===== src/logic/host_seq_consts.svh =====
// Register offsets, field positions, reset values and fixed codes
// Assumes APB byte addresses, one 32-bit word per register
`ifndef HOST_SEQ_CONSTS_SVH
`define HOST_SEQ_CONSTS_SVH
// ==========================================
// Register offsets
`define OFS_SINGLE_OP_DMA_ADDR   8'h00
`define OFS_XFER_MODE   8'h04
`define OFS_COMMAND     8'h08
`define OFS_CLK_PWR     8'h0c
`define OFS_STATUS      8'h10
`define OFS_CAPS        8'h14
`define OFS_RESP_UPPER  8'h1c
`define OFS_DESC_LO     8'h58
`define OFS_DESC_HI     8'h5c
// ==========================================
// Field positions
`define XM_AUTO_STOP    0
`define XM_MULTI        1
`define XM_DATA         2
`define XM_DMA          3
`define XM_ADDR64       4
`define CP_POWER        0
`define CP_GATE         1
`define CP_DIV_LSB      8
`define ST_NOT_EXEC_STOP 4
`define ST_NOT_EXEC_CMD 5
`define ST_AUTO_ERR     6
`define ST_DMA_ERR      7
`define ST_W1C_MASK     32'h0000_00ff
`define DESC_VALID      0
`define DESC_END        1
`define DESC_ACT_LO     4
`define DESC_ACT_HI     5
// ==========================================
// Reset values and fixed codes
`define XM_RESET        5'h00
`define DIV_RESET       8'h00
`define STOP_CMD_INDEX  6'h0c
`define BASE_CLOCK_MHZ  8'hc8
`define LINE_BYTES      64'h0000_0000_0000_0008
`endif


===== src/logic/host_seq_pkg.sv =====
// Types used by the card bus sequencer for its arbiter, DMA engine and card detect
// Assumes one-hot codes for arbiter and DMA states; card detect codes are binary
package host_seq_pkg;
  typedef enum logic [2:0] {
    ARB_IDLE = 3'b001,
    ARB_SW   = 3'b010,
    ARB_STOP = 3'b100
  } arb_state_t;
  typedef enum logic [3:0] {
    DMA_IDLE  = 4'b0001,
    DMA_FETCH = 4'b0010,
    DMA_EXEC  = 4'b0100,
    DMA_HALT  = 4'b1000
  } dma_state_t;
  typedef enum logic [1:0] {
    CARD_NONE     = 2'b00,
    CARD_DEBOUNCE = 2'b01,
    CARD_INSERTED = 2'b10
  } card_det_t;
endpackage


===== src/logic/card_clock_gen.sv =====
// Card bus clock generator with gated, duty-preserving start and stop
// Assumes ref_clk is the advertised base clock
`timescale 1ns/1ps
module card_clock_gen (
  input  wire logic       ref_clk,
  input  wire logic       rst_n,
  input  wire logic       power_on,
  input  wire logic       gate,
  input  wire logic [7:0] divider,
  output logic            card_bus_clock,
  output logic            running
);
  logic [7:0] half;
  logic [7:0] cnt;

  // Half period in base clocks; zero divider means divide by two
  // divider on base clock
  assign half = (divider == 8'h00) ? 8'h01 : divider;

  // Clock phase sequencer
  always_ff @(posedge ref_clk or negedge rst_n)
  begin
    if (!rst_n)
    begin
      card_bus_clock <= 1'b0;
      running        <= 1'b0;
      cnt            <= 8'h00;
    end
    else if (!power_on)
    begin
      card_bus_clock <= 1'b0;
      running        <= 1'b0;
      cnt            <= 8'h00;
    end
    else if (!running)
    begin
      if (gate)
      begin
        card_bus_clock <= 1'b1;
        running        <= 1'b1;
        cnt            <= half - 8'h01;
      end
    end
    else if (!gate && !card_bus_clock)
      running <= 1'b0;
    else if (cnt != 8'h00)
      cnt <= cnt - 8'h01;
    else
    begin
      card_bus_clock <= ~card_bus_clock & gate;
      running        <= gate;
      cnt            <= half - 8'h01;
    end
  end

  AST_POWER_LOW: assert property (@(posedge ref_clk) disable iff (!rst_n)
    !power_on |=> !card_bus_clock)
    else $error("card clock not low after power off");
  AST_HIGH_KEPT: assert property (@(posedge ref_clk) disable iff (!rst_n)
    (power_on && running && card_bus_clock && cnt != 8'h00) |=> card_bus_clock)
    else $error("high phase cut short");
  AST_START_HIGH: assert property (@(posedge ref_clk) disable iff (!rst_n)
    (power_on && $rose(card_bus_clock)) |-> cnt == half - 8'h01)
    else $error("clock started without full high");
endmodule


===== src/logic/card_bus_sequencer.sv =====
// Card host bus sequencer: APB registers, auto stop, clocking, descriptor DMA
// Assumes card command engine and memory port on ref_clk; card detect from pins
//
// Functional notes
// - Auto stop sent by hardware after last block when enabled.
// - Stop timing follows the last block done event, not software.
// - Command line arbitrated; software command may go before or after stop.
// - Stop response kept in upper response word at 1Ch.
// - Stop errors raise auto error flag with index, end, CRC, timeout.
// - Failed dataless command before stop cancels stop, flagged not executed.
// - Failed stop cancels pending dataless command, flagged not executed.
// - Card clock period from divider on advertised base clock.
// - Card clock duty is fifty percent.
// - Clock start begins with a full high phase.
// - Gate clear finishes high phase then holds low.
// - Power off drives clock low at once and clears gate.
// - Clock low while power off; runs only with gate set.
// - Debounce to no card clears card power.
// - Inserted to debounce clears clock gate at once.
// - DMA uses descriptor pointer at 58h, ignores single-op address.
// - Command write launches DMA; lines run until end attribute.
// - 32-bit addressing uses low half of pointers only.
// - Invalid line flags DMA error and halts.
// - Action bits: skip, skip, transfer, link.
`timescale 1ns/1ps
`include "host_seq_consts.svh"
module card_bus_sequencer (
  input  wire logic        ref_clk,
  input  wire logic        rst_n,
  input  wire logic        psel,
  input  wire logic        penable,
  input  wire logic        pwrite,
  input  wire logic [7:0]  paddr,
  input  wire logic [31:0] pwdata,
  output logic [31:0]      prdata,
  output logic             pready,
  output logic             pslverr,
  input  wire logic [1:0]  card_detect,
  output logic             cmd_start,
  output logic [5:0]       cmd_index,
  output logic             cmd_has_data,
  input  wire logic        cmd_done,
  input  wire logic [3:0]  cmd_err,
  input  wire logic [31:0] cmd_resp,
  input  wire logic        last_block_done,
  output logic             card_bus_clock,
  output logic             desc_fetch_req,
  output logic [63:0]      desc_fetch_addr,
  input  wire logic        desc_fetch_ack,
  input  wire logic [63:0] desc_line,
  output logic             xfer_start,
  output logic [63:0]      xfer_addr,
  output logic [15:0]      xfer_len,
  input  wire logic        xfer_done
);
  import host_seq_pkg::*;

  logic [31:0] single_dma_system_address;
  logic [31:0] command_response_upper;
  logic [63:0] descriptor_pointer;
  logic [4:0]  xfer_mode;
  logic        card_power_on;
  logic        card_clock_gate;
  logic [7:0]  card_clock_divider;
  logic [7:0]  status_flags;
  logic [7:0]  next_status_flags;
  logic        clock_running;
  logic [1:0]  det_s1;
  logic [1:0]  det_s2;
  logic [1:0]  det_s3;
  logic [1:0]  det_q;
  arb_state_t  arb;
  dma_state_t  dma;
  logic        sw_pend;
  logic [5:0]  sw_idx;
  logic        sw_data;
  logic        armed;
  logic        stop_pend;
  logic        line_end;
  logic        wr_access;
  logic        wr_command;
  logic        stop_fail;
  logic        sw_fail;
  logic        dma_launch;
  logic [31:0] read_word;

  // Address match helper
  function automatic logic reg_hit(input logic [7:0] a, input logic [7:0] ofs);
    reg_hit = (a == ofs);
  endfunction

  // Keep only the low half unless 64-bit addressing
  // low half in 32-bit mode
  function automatic logic [63:0] addr_mask(input logic [63:0] a, input logic wide);
    addr_mask = wide ? a : {32'h0000_0000, a[31:0]};
  endfunction

  // ==========================================
  // APB slave
  // Zero wait states; unmapped offsets answer with pslverr
  assign pready     = 1'b1;
  assign wr_access  = psel && penable && pwrite;
  assign wr_command = wr_access && reg_hit(paddr, `OFS_COMMAND);

  always_comb
  begin
    read_word = 32'h0000_0000;
    unique case (paddr)
      `OFS_SINGLE_OP_DMA_ADDR:  read_word = single_dma_system_address;
      `OFS_XFER_MODE:  read_word = {27'h0, xfer_mode};
      `OFS_COMMAND:    read_word = {26'h0, sw_idx};
      `OFS_CLK_PWR:    read_word = {16'h0, card_clock_divider, 6'h00,
                                    card_clock_gate, card_power_on};
      `OFS_STATUS:     read_word = {18'h0, det_q, 1'b0, sw_pend | ~arb[0],
                                    clock_running, ~dma[0], status_flags};
      `OFS_CAPS:       read_word = {24'h0, `BASE_CLOCK_MHZ};
      `OFS_RESP_UPPER: read_word = command_response_upper;
      `OFS_DESC_LO:    read_word = descriptor_pointer[31:0];
      `OFS_DESC_HI:    read_word = descriptor_pointer[63:32];
      default:         read_word = 32'h0000_0000;
    endcase
  end

  assign pslverr = psel && penable && !(reg_hit(paddr, `OFS_SINGLE_OP_DMA_ADDR)
                   || reg_hit(paddr, `OFS_XFER_MODE) || reg_hit(paddr, `OFS_COMMAND)
                   || reg_hit(paddr, `OFS_CLK_PWR) || reg_hit(paddr, `OFS_STATUS)
                   || reg_hit(paddr, `OFS_CAPS) || reg_hit(paddr, `OFS_RESP_UPPER)
                   || reg_hit(paddr, `OFS_DESC_LO) || reg_hit(paddr, `OFS_DESC_HI));

  // Read data latched in the setup cycle
  always_ff @(posedge ref_clk or negedge rst_n)
  begin
    if (!rst_n)
      prdata <= 32'h0000_0000;
    else if (psel && !penable && !pwrite)
      prdata <= read_word;
  end

  // Plain software registers
  always_ff @(posedge ref_clk or negedge rst_n)
  begin
    if (!rst_n)
    begin
      single_dma_system_address <= 32'h0000_0000;
      descriptor_pointer        <= 64'h0;
      xfer_mode                 <= `XM_RESET;
    end
    else if (wr_access)
    begin
      if (reg_hit(paddr, `OFS_SINGLE_OP_DMA_ADDR))
        single_dma_system_address <= pwdata;
      if (reg_hit(paddr, `OFS_XFER_MODE))
        xfer_mode <= pwdata[4:0];
      if (reg_hit(paddr, `OFS_DESC_LO))
        descriptor_pointer[31:0] <= pwdata;
      if (reg_hit(paddr, `OFS_DESC_HI))
        descriptor_pointer[63:32] <= pwdata;
    end
  end

  // ==========================================
  // Card detect and power / clock control
  // Two-stage synchroniser; a state is accepted once two samples agree
  always_ff @(posedge ref_clk or negedge rst_n)
  begin
    if (!rst_n)
    begin
      det_s1 <= CARD_NONE;
      det_s2 <= CARD_NONE;
      det_s3 <= CARD_NONE;
      det_q  <= CARD_NONE;
    end
    else
    begin
      det_s1 <= card_detect;
      det_s2 <= det_s1;
      det_s3 <= det_s2;
      if (det_s2 == det_s3)
        det_q <= det_s2;
    end
  end

  // Software writes first, hardware clears override
  always_ff @(posedge ref_clk or negedge rst_n)
  begin
    if (!rst_n)
    begin
      card_power_on      <= 1'b0;
      card_clock_gate    <= 1'b0;
      card_clock_divider <= `DIV_RESET;
    end
    else
    begin
      if (wr_access && reg_hit(paddr, `OFS_CLK_PWR))
      begin
        card_power_on      <= pwdata[`CP_POWER];
        card_clock_gate    <= pwdata[`CP_GATE] & pwdata[`CP_POWER];
        card_clock_divider <= pwdata[`CP_DIV_LSB +: 8];
      end
      if (det_q == CARD_DEBOUNCE && det_s2 == CARD_NONE && det_s3 == CARD_NONE)
      begin
        card_power_on   <= 1'b0;
        card_clock_gate <= 1'b0;
      end
      if (det_q == CARD_INSERTED && det_s2 == CARD_DEBOUNCE && det_s3 == CARD_DEBOUNCE)
        card_clock_gate <= 1'b0;
    end
  end

  card_clock_gen u_clk (
    .ref_clk        (ref_clk),
    .rst_n          (rst_n),
    .power_on       (card_power_on),
    .gate           (card_clock_gate),
    .divider        (card_clock_divider),
    .card_bus_clock (card_bus_clock),
    .running        (clock_running)
  );

  // ==========================================
  // Command arbiter and auto stop
  assign stop_fail = (arb == ARB_STOP) && cmd_done && (cmd_err != 4'h0);
  assign sw_fail   = (arb == ARB_SW) && cmd_done && (cmd_err != 4'h0) && !sw_data;

  // One command on the line at a time; stop wins a tie
  always_ff @(posedge ref_clk or negedge rst_n)
  begin
    if (!rst_n)
    begin
      arb          <= ARB_IDLE;
      sw_pend      <= 1'b0;
      sw_idx       <= 6'h00;
      sw_data      <= 1'b0;
      armed        <= 1'b0;
      stop_pend    <= 1'b0;
      cmd_start    <= 1'b0;
      cmd_index    <= 6'h00;
      cmd_has_data <= 1'b0;
    end
    else
    begin
      cmd_start <= 1'b0;
      if (wr_command)
      begin
        sw_pend <= 1'b1;
        sw_idx  <= pwdata[5:0];
        sw_data <= xfer_mode[`XM_DATA];
        if (xfer_mode[`XM_DATA] && xfer_mode[`XM_MULTI] && xfer_mode[`XM_AUTO_STOP])
          armed <= 1'b1;
      end
      if (last_block_done && armed)
      begin
        stop_pend <= 1'b1;
        armed     <= 1'b0;
      end
      unique case (arb)
        ARB_IDLE:
          if (stop_pend)
          begin
            arb          <= ARB_STOP;
            cmd_start    <= 1'b1;
            cmd_index    <= `STOP_CMD_INDEX;
            cmd_has_data <= 1'b0;
            stop_pend    <= 1'b0;
          end
          else if (sw_pend && !wr_command)
          begin
            arb          <= ARB_SW;
            cmd_start    <= 1'b1;
            cmd_index    <= sw_idx;
            cmd_has_data <= sw_data;
            sw_pend      <= 1'b0;
          end
        ARB_SW:
          if (cmd_done)
          begin
            arb <= ARB_IDLE;
            if (sw_fail)
            begin
              stop_pend <= 1'b0;
              armed     <= 1'b0;
            end
          end
        ARB_STOP:
          if (cmd_done)
          begin
            arb <= ARB_IDLE;
            if (stop_fail && sw_pend && !sw_data && !wr_command)
              sw_pend <= 1'b0;
          end
      endcase
    end
  end

  always_ff @(posedge ref_clk or negedge rst_n)
  begin
    if (!rst_n)
      command_response_upper <= 32'h0000_0000;
    else if (arb == ARB_STOP && cmd_done)
      command_response_upper <= cmd_resp;
  end

  // Sticky error flags; a new event wins over a write-one clear
  always_comb
  begin
    next_status_flags = status_flags;
    if (wr_access && reg_hit(paddr, `OFS_STATUS))
      next_status_flags = status_flags & ~pwdata[7:0];
    if (stop_fail)
    begin
      next_status_flags[3:0]          = next_status_flags[3:0] | cmd_err;
      next_status_flags[`ST_AUTO_ERR] = 1'b1;
    end
    if (sw_fail && (stop_pend || (last_block_done && armed)))
    begin
      next_status_flags[`ST_NOT_EXEC_STOP] = 1'b1;
      next_status_flags[`ST_AUTO_ERR]      = 1'b1;
    end
    if (stop_fail && sw_pend && !sw_data && !wr_command)
      next_status_flags[`ST_NOT_EXEC_CMD] = 1'b1;
    if (dma == DMA_FETCH && desc_fetch_ack && !desc_line[`DESC_VALID])
      next_status_flags[`ST_DMA_ERR] = 1'b1;
  end

  always_ff @(posedge ref_clk or negedge rst_n)
  begin
    if (!rst_n)
      status_flags <= 8'h00;
    else
      status_flags <= next_status_flags;
  end

  // ==========================================
  // Scatter-gather descriptor engine
  assign dma_launch     = wr_command && xfer_mode[`XM_DMA] && xfer_mode[`XM_DATA];
  assign desc_fetch_req = (dma == DMA_FETCH);

  always_ff @(posedge ref_clk or negedge rst_n)
  begin
    if (!rst_n)
    begin
      dma             <= DMA_IDLE;
      desc_fetch_addr <= 64'h0;
      xfer_start      <= 1'b0;
      xfer_addr       <= 64'h0;
      xfer_len        <= 16'h0000;
      line_end        <= 1'b0;
    end
    else
    begin
      xfer_start <= 1'b0;
      unique case (dma)
        DMA_IDLE, DMA_HALT:
          if (dma_launch)
          begin
            dma             <= DMA_FETCH;
            desc_fetch_addr <= addr_mask(descriptor_pointer, xfer_mode[`XM_ADDR64]);
          end
        DMA_FETCH:
          if (desc_fetch_ack)
          begin
            line_end <= desc_line[`DESC_END];
            if (!desc_line[`DESC_VALID])
              dma <= DMA_HALT;
            else if (desc_line[`DESC_ACT_HI] && !desc_line[`DESC_ACT_LO])
            begin
              dma        <= DMA_EXEC;
              xfer_start <= 1'b1;
              xfer_addr  <= {32'h0000_0000, desc_line[63:32]};
              xfer_len   <= desc_line[31:16];
            end
            else if (desc_line[`DESC_ACT_HI])
            begin
              dma             <= desc_line[`DESC_END] ? DMA_IDLE : DMA_FETCH;
              desc_fetch_addr <= {32'h0000_0000, desc_line[63:32]};
            end
            else
            begin
              dma             <= desc_line[`DESC_END] ? DMA_IDLE : DMA_FETCH;
              desc_fetch_addr <= addr_mask(desc_fetch_addr + `LINE_BYTES,
                                           xfer_mode[`XM_ADDR64]);
            end
          end
        DMA_EXEC:
          if (xfer_done)
          begin
            dma             <= line_end ? DMA_IDLE : DMA_FETCH;
            desc_fetch_addr <= addr_mask(desc_fetch_addr + `LINE_BYTES,
                                         xfer_mode[`XM_ADDR64]);
          end
      endcase
    end
  end

  // ==========================================
  // Checks
  // stop issued when free
  AST_STOP_ISSUE: assert property (@(posedge ref_clk) disable iff (!rst_n)
    (arb == ARB_IDLE && stop_pend) |=> (cmd_start && cmd_index == `STOP_CMD_INDEX))
    else $error("auto stop not issued");
  AST_NO_STRAY_STOP: assert property (@(posedge ref_clk) disable iff (!rst_n)
    (!armed && !stop_pend) |=> !stop_pend)
    else $error("stop pending without arming");
  AST_RESP_UPPER: assert property (@(posedge ref_clk) disable iff (!rst_n)
    (arb == ARB_STOP && cmd_done) |=> command_response_upper == $past(cmd_resp))
    else $error("stop response not stored");
  AST_STOP_CANCEL: assert property (@(posedge ref_clk) disable iff (!rst_n)
    (sw_fail && stop_pend) |=> (!stop_pend && status_flags[`ST_NOT_EXEC_STOP]))
    else $error("stop not cancelled after dataless failure");
  AST_CMD_CANCEL: assert property (@(posedge ref_clk) disable iff (!rst_n)
    (stop_fail && sw_pend && !sw_data && !wr_command)
    |=> (!sw_pend && status_flags[`ST_NOT_EXEC_CMD]))
    else $error("dataless command not cancelled");
  AST_AUTO_ERR: assert property (@(posedge ref_clk) disable iff (!rst_n)
    stop_fail |=> (status_flags[`ST_AUTO_ERR] && (status_flags[3:0] & $past(cmd_err))
                   == $past(cmd_err)))
    else $error("auto stop error not recorded");
  AST_ADDR_LOW: assert property (@(posedge ref_clk) disable iff (!rst_n)
    (desc_fetch_req && !xfer_mode[`XM_ADDR64]) |-> desc_fetch_addr[63:32] == 32'h0)
    else $error("upper address used in 32-bit mode");
  AST_DMA_HALT: assert property (@(posedge ref_clk) disable iff (!rst_n)
    (desc_fetch_req && desc_fetch_ack && !desc_line[`DESC_VALID])
    |=> (dma == DMA_HALT && status_flags[`ST_DMA_ERR]) ##1 !desc_fetch_req)
    else $error("engine ran on after invalid line");
  AST_POWER_DROP: assert property (@(posedge ref_clk) disable iff (!rst_n)
    (det_q == CARD_DEBOUNCE && det_s2 == CARD_NONE && det_s3 == CARD_NONE)
    |=> !card_power_on ##1 !card_bus_clock)
    else $error("power kept after card removal");
endmodule


===== config.mk =====
export PLATFORM = sky130hd
export DESIGN_NAME = card_bus_sequencer
export DESIGN_NICKNAME = d
export VERILOG_FILES = /design/src/logic/host_seq_pkg.sv /design/src/logic/card_clock_gen.sv /design/src/logic/card_bus_sequencer.sv
export VERILOG_INCLUDE_DIRS = /design/src /design/src/logic
export SDC_FILE = /design/constraint.sdc
export NUM_CORES = 1
export LEC_CHECK = 0
export BUFFER_PORTS_ARGS = -buffer_cell sky130_fd_sc_hd__buf_2
export CAP_MARGIN = 20
export CORE_UTILIZATION = 57
export CTS_BUF_LIST = sky130_fd_sc_hd__clkbuf_8
export DETAILED_ROUTE_END_ITERATION = 16
export PLACE_DENSITY = 0.91
export SETUP_SLACK_MARGIN = 0.4
export SLEW_MARGIN = 20
export SYNTH_ARGS = -nofsm -noshare
export SYNTH_HDL_FRONTEND = slang
export SYNTH_HIERARCHICAL = 1
export SYNTH_SLANG_ARGS = --single-unit

===== constraint.sdc =====
create_clock -name ref_clk -period 3.2 [get_ports ref_clk]
set_input_delay 0.32 -clock ref_clk [delete_from_list [all_inputs] [get_ports ref_clk]]
set_output_delay 0.32 -clock ref_clk [all_outputs]
set_load 0.05 [all_outputs]

==> reports/metrics.yaml <==
outcome:
  status: "finished clean"
timing:
  fin_crit_ns: 2.65
  final.setup.tns_ns: 0
  worst-slew-pin-transition_ns: 0.794
  timing.final.hold_violations: 0
  timing.fmax_ghz: 0.378
  slew_headroom_pct: 46.6
  rsz0062_at_grt: "false"
  finalCritPeriodShare_pct: 82.7
  maxSlewViolCount: 0
  skew_ns: 0.0281
  setup_viol: 0
  fin_hold_ws_ns: 0.0106
critical_path:
  path_class: "reg2reg"
  reg2reg_to: "desc_fetch_addr[34]"
  cp_max_fo: 7
  slowest_stage: "or3_1"
  path_delay_family: "simple AND/OR/NAND/NOR gates"
  r2r_setup_slack_ns: 0.55
  path_cells: "nand3_1 > or3_1 > nor3_2 > nor3b_1 > o21ai_0 > o2bb2ai_1"
  endpoint: "desc_fetch_addr[34]"
  ff2ff_path_depth: 6
  path_depth: 6
  worst_ep_required_time_ns: 3.68
  crit_buf_inv: 0
  crit_start: "desc_fetch_addr[14]"
  startpoint_type: "register"
  r2r_start: "desc_fetch_addr[14]"
  crit_path_end_kind: "register"
  cp.arrival_ns: 3.12
  crit_path_max_incr_delay_ns: 0.56
yosys:
  async_reset_ff_share_pct: 100
  synth_compound_area_share_pct: 16.1
  synth_area_per_cell_um2: 10.4
  synthFlopType: "dfrtp_1"
  seq_area_frac_synth_pct: 50.7
  synth_cell_types: 82
  syn_area_um2: 16800
  ys.warnings.count: 6
  synth-simple-area-share_pct: 15.7
  synth_mux_area_share_pct: 12.3
  synth_edf_count: 0
  synth_top_family_by_area: "compound AO/OA/AOI/OAI gates"
  synthXorXnorAreaFrac_pct: 0.470
  synthAdderAreaFrac_pct: 0.298
  synthCells: 1611
  ys_seq_elements: 340
die:
  die_h_um: 174
  die-area_um2: 30100
  fp.dieW_um: 174
  io_pins: 340
  start_util_pct: 58.1
  coreArea_um2: 28900
  rows: 62
finish:
  areaGrowthSynthToFinish_pct: 23.7
  multi_input_comb_area_um2: 7680
  fill_cells: 1868
  layout_commonest_cell: "dfrtp_1"
  fin_cells: 2429
  fin_nets: 2158
  most-common-layout-cells: "338 x dfrtp_1, 293 x buf_2, 192 x nand2_1"
  drive_gt1_share_pct: 30.3
  seq_area_um2: 8510
routing:
  wl_met3_mm: 7.11
  drc: 0
  dr.max_layer_used: "met4"
  first_pass_iters: 10
  viasPerCell: 6.66
  vias: 16200
  routed_wl_mm: 60.0
  wl_met2_mm: 27.6
  ant_nets: 0
  detail_route.iter0.violations: 2156
  wire_per_inst_um: 24.7
  wl_met1_mm: 21.7
power_and_ir_drop:
  power.total_uw: 14200
  power.ir.vdd_worst_uv: 454
  power_density_nw_per_um2: 686
  p_leak_uw: 0.00982
global_route:
  gr-usage-all-layers_pct: 39.4
  grt_pass1_vias: 15700
  grt-ovfl-total: 0
  antenna_found_initial: 4
  grt_max_degree: 111
  grt_pass1_wl_mm: 91.6
flow_run:
  cap_violations: 0
clocking:
  cts_max_path_buffers: 3
  clk_pin_slew_worst_paths_ns: 0.08
  worstSkewPairLatency_ns: 0.60
  cts_sinks: 340
  cts_max_level: 2
  tritoncts: "yes"
  cts_root_buf: "clkbuf_8"
  cts_inserted_buffers: 53
hold_path:
  hold_path_class: "in2reg"
placed_design:
  gp_congestion: 0.954
  dp_hpwl_mm: 39.3
  io_buffers: 294
  dp.cells: 2235
## Yosys cell counts, types with 12 or more instances
library cell  count  area [um^2]
a21oi_1          66          330
a221oi_1         24          210
a222oi_1         20          200
a22o_1           20          175
a22oi_1          35          263
a31oi_1          31          194
and3_1           18          113
buf_1            12         45.0
buf_4            33          248
clkbuf_1         69          259
dfrtp_1         338         8460
inv_1            19         71.3
mux2_2          169         1900
nand2_1         192          721
nand2b_1         13         81.3
nand3_1          51          255
nand4_1          20          125
nor2_1           96          360
nor3_1           32          160
nor4_1           30          188
o21ai_0         101          505
o2bb2ai_1        16          140
## cell type report
cell class | instances | area share (%)
sequential | 340 | 41.0
timing repair buffer | 436 | 13.8
clock inverter | 29 | 1.13
tap | 384 | 2.32
antenna | 4 | 0.0483
multi-input combinational | 1152 | 37.1
inverter | 20 | 0.362
clock buffer | 64 | 4.25
## logic make-up after synthesis
| family | Yosys count |
|---|---|
| flip-flops | 340 |
| buffers and inverters | 150 |
| other | 2 |
| adder cells (fa/ha/maj) | 4 |
| multiplexers | 182 |
| AND/OR/NAND/NOR | 528 |
| XOR/XNOR | 9 |
| AO/OA/AOI/OAI | 396 |
## how the worst min path moves through the flow
stage | cells after the start | start | slack [ns] | endpoint
global route | 2 | pwdata[20] | -0.003 | descriptor_pointer[52]
detailed placement | 1 | rst_n | 0.26 | desc_fetch_addr[51]
finish | 2 | pwdata[20] | 0.01 | descriptor_pointer[52]
floorplan | 0 | rst_n | 0.02 | arb[1]
CTS | 2 | pwdata[30] | 0.00002 | descriptor_pointer[62]
global placement | 1 | rst_n | 0.25 | desc_fetch_addr[51]
## through the flow
| step | setup WS [ns] | instance area [um^2] | util (%) |
|---|---|---|---|
| 6_report | 0.553 | 20700 | 71.9 |
| 5_1_grt | 0.445 | 20700 | 71.9 |
| 4_1_cts | 0.552 | 20700 | 71.8 |
| 3_5_place_dp | 0.354 | 18600 | 64.6 |
| 3_3_place_gp | 0.430 | 18600 | 64.6 |
| 2_1_floorplan | 0.585 | 16900 | - |
## layer usage
layer	GRT usage, %	up-vias
met3	10.2	302
li1	-	6724
met4	21.8	0
met5	0	-
met1	50.3	7798
met2	61.7	1362
## report_power, final
group / total [uW] / switching, uW / internal (uW)
Combinational: 4730 / 3540 / 1180
Sequential: 5560 / 651 / 4910
Clock: 3950 / 1820 / 2130
## registers in the layout, indices dropped and copies added, names as in the netlist, 3 cells and up
signal                     count
single_dma_system_address     32
dma                            4
cmd_index                      6
sw_idx                         6
desc_fetch_addr               64
arb                            3
u_clk/cnt                      8
descriptor_pointer            64
xfer_mode                      5
xfer_len                      16
card_clock_divider             8
prdata                        32
status_flags                   8
xfer_addr                     32
command_response_upper        32
## timing repair
action / CTS / global route
buffers inserted: 0 / 0
hold buffers: 97 / 0
hold endpoints to repair: 155 / 0
resized for setup: 0 / 1
setup endpoints to repair: 0 / 1
(Power assumes the default switching activity.)
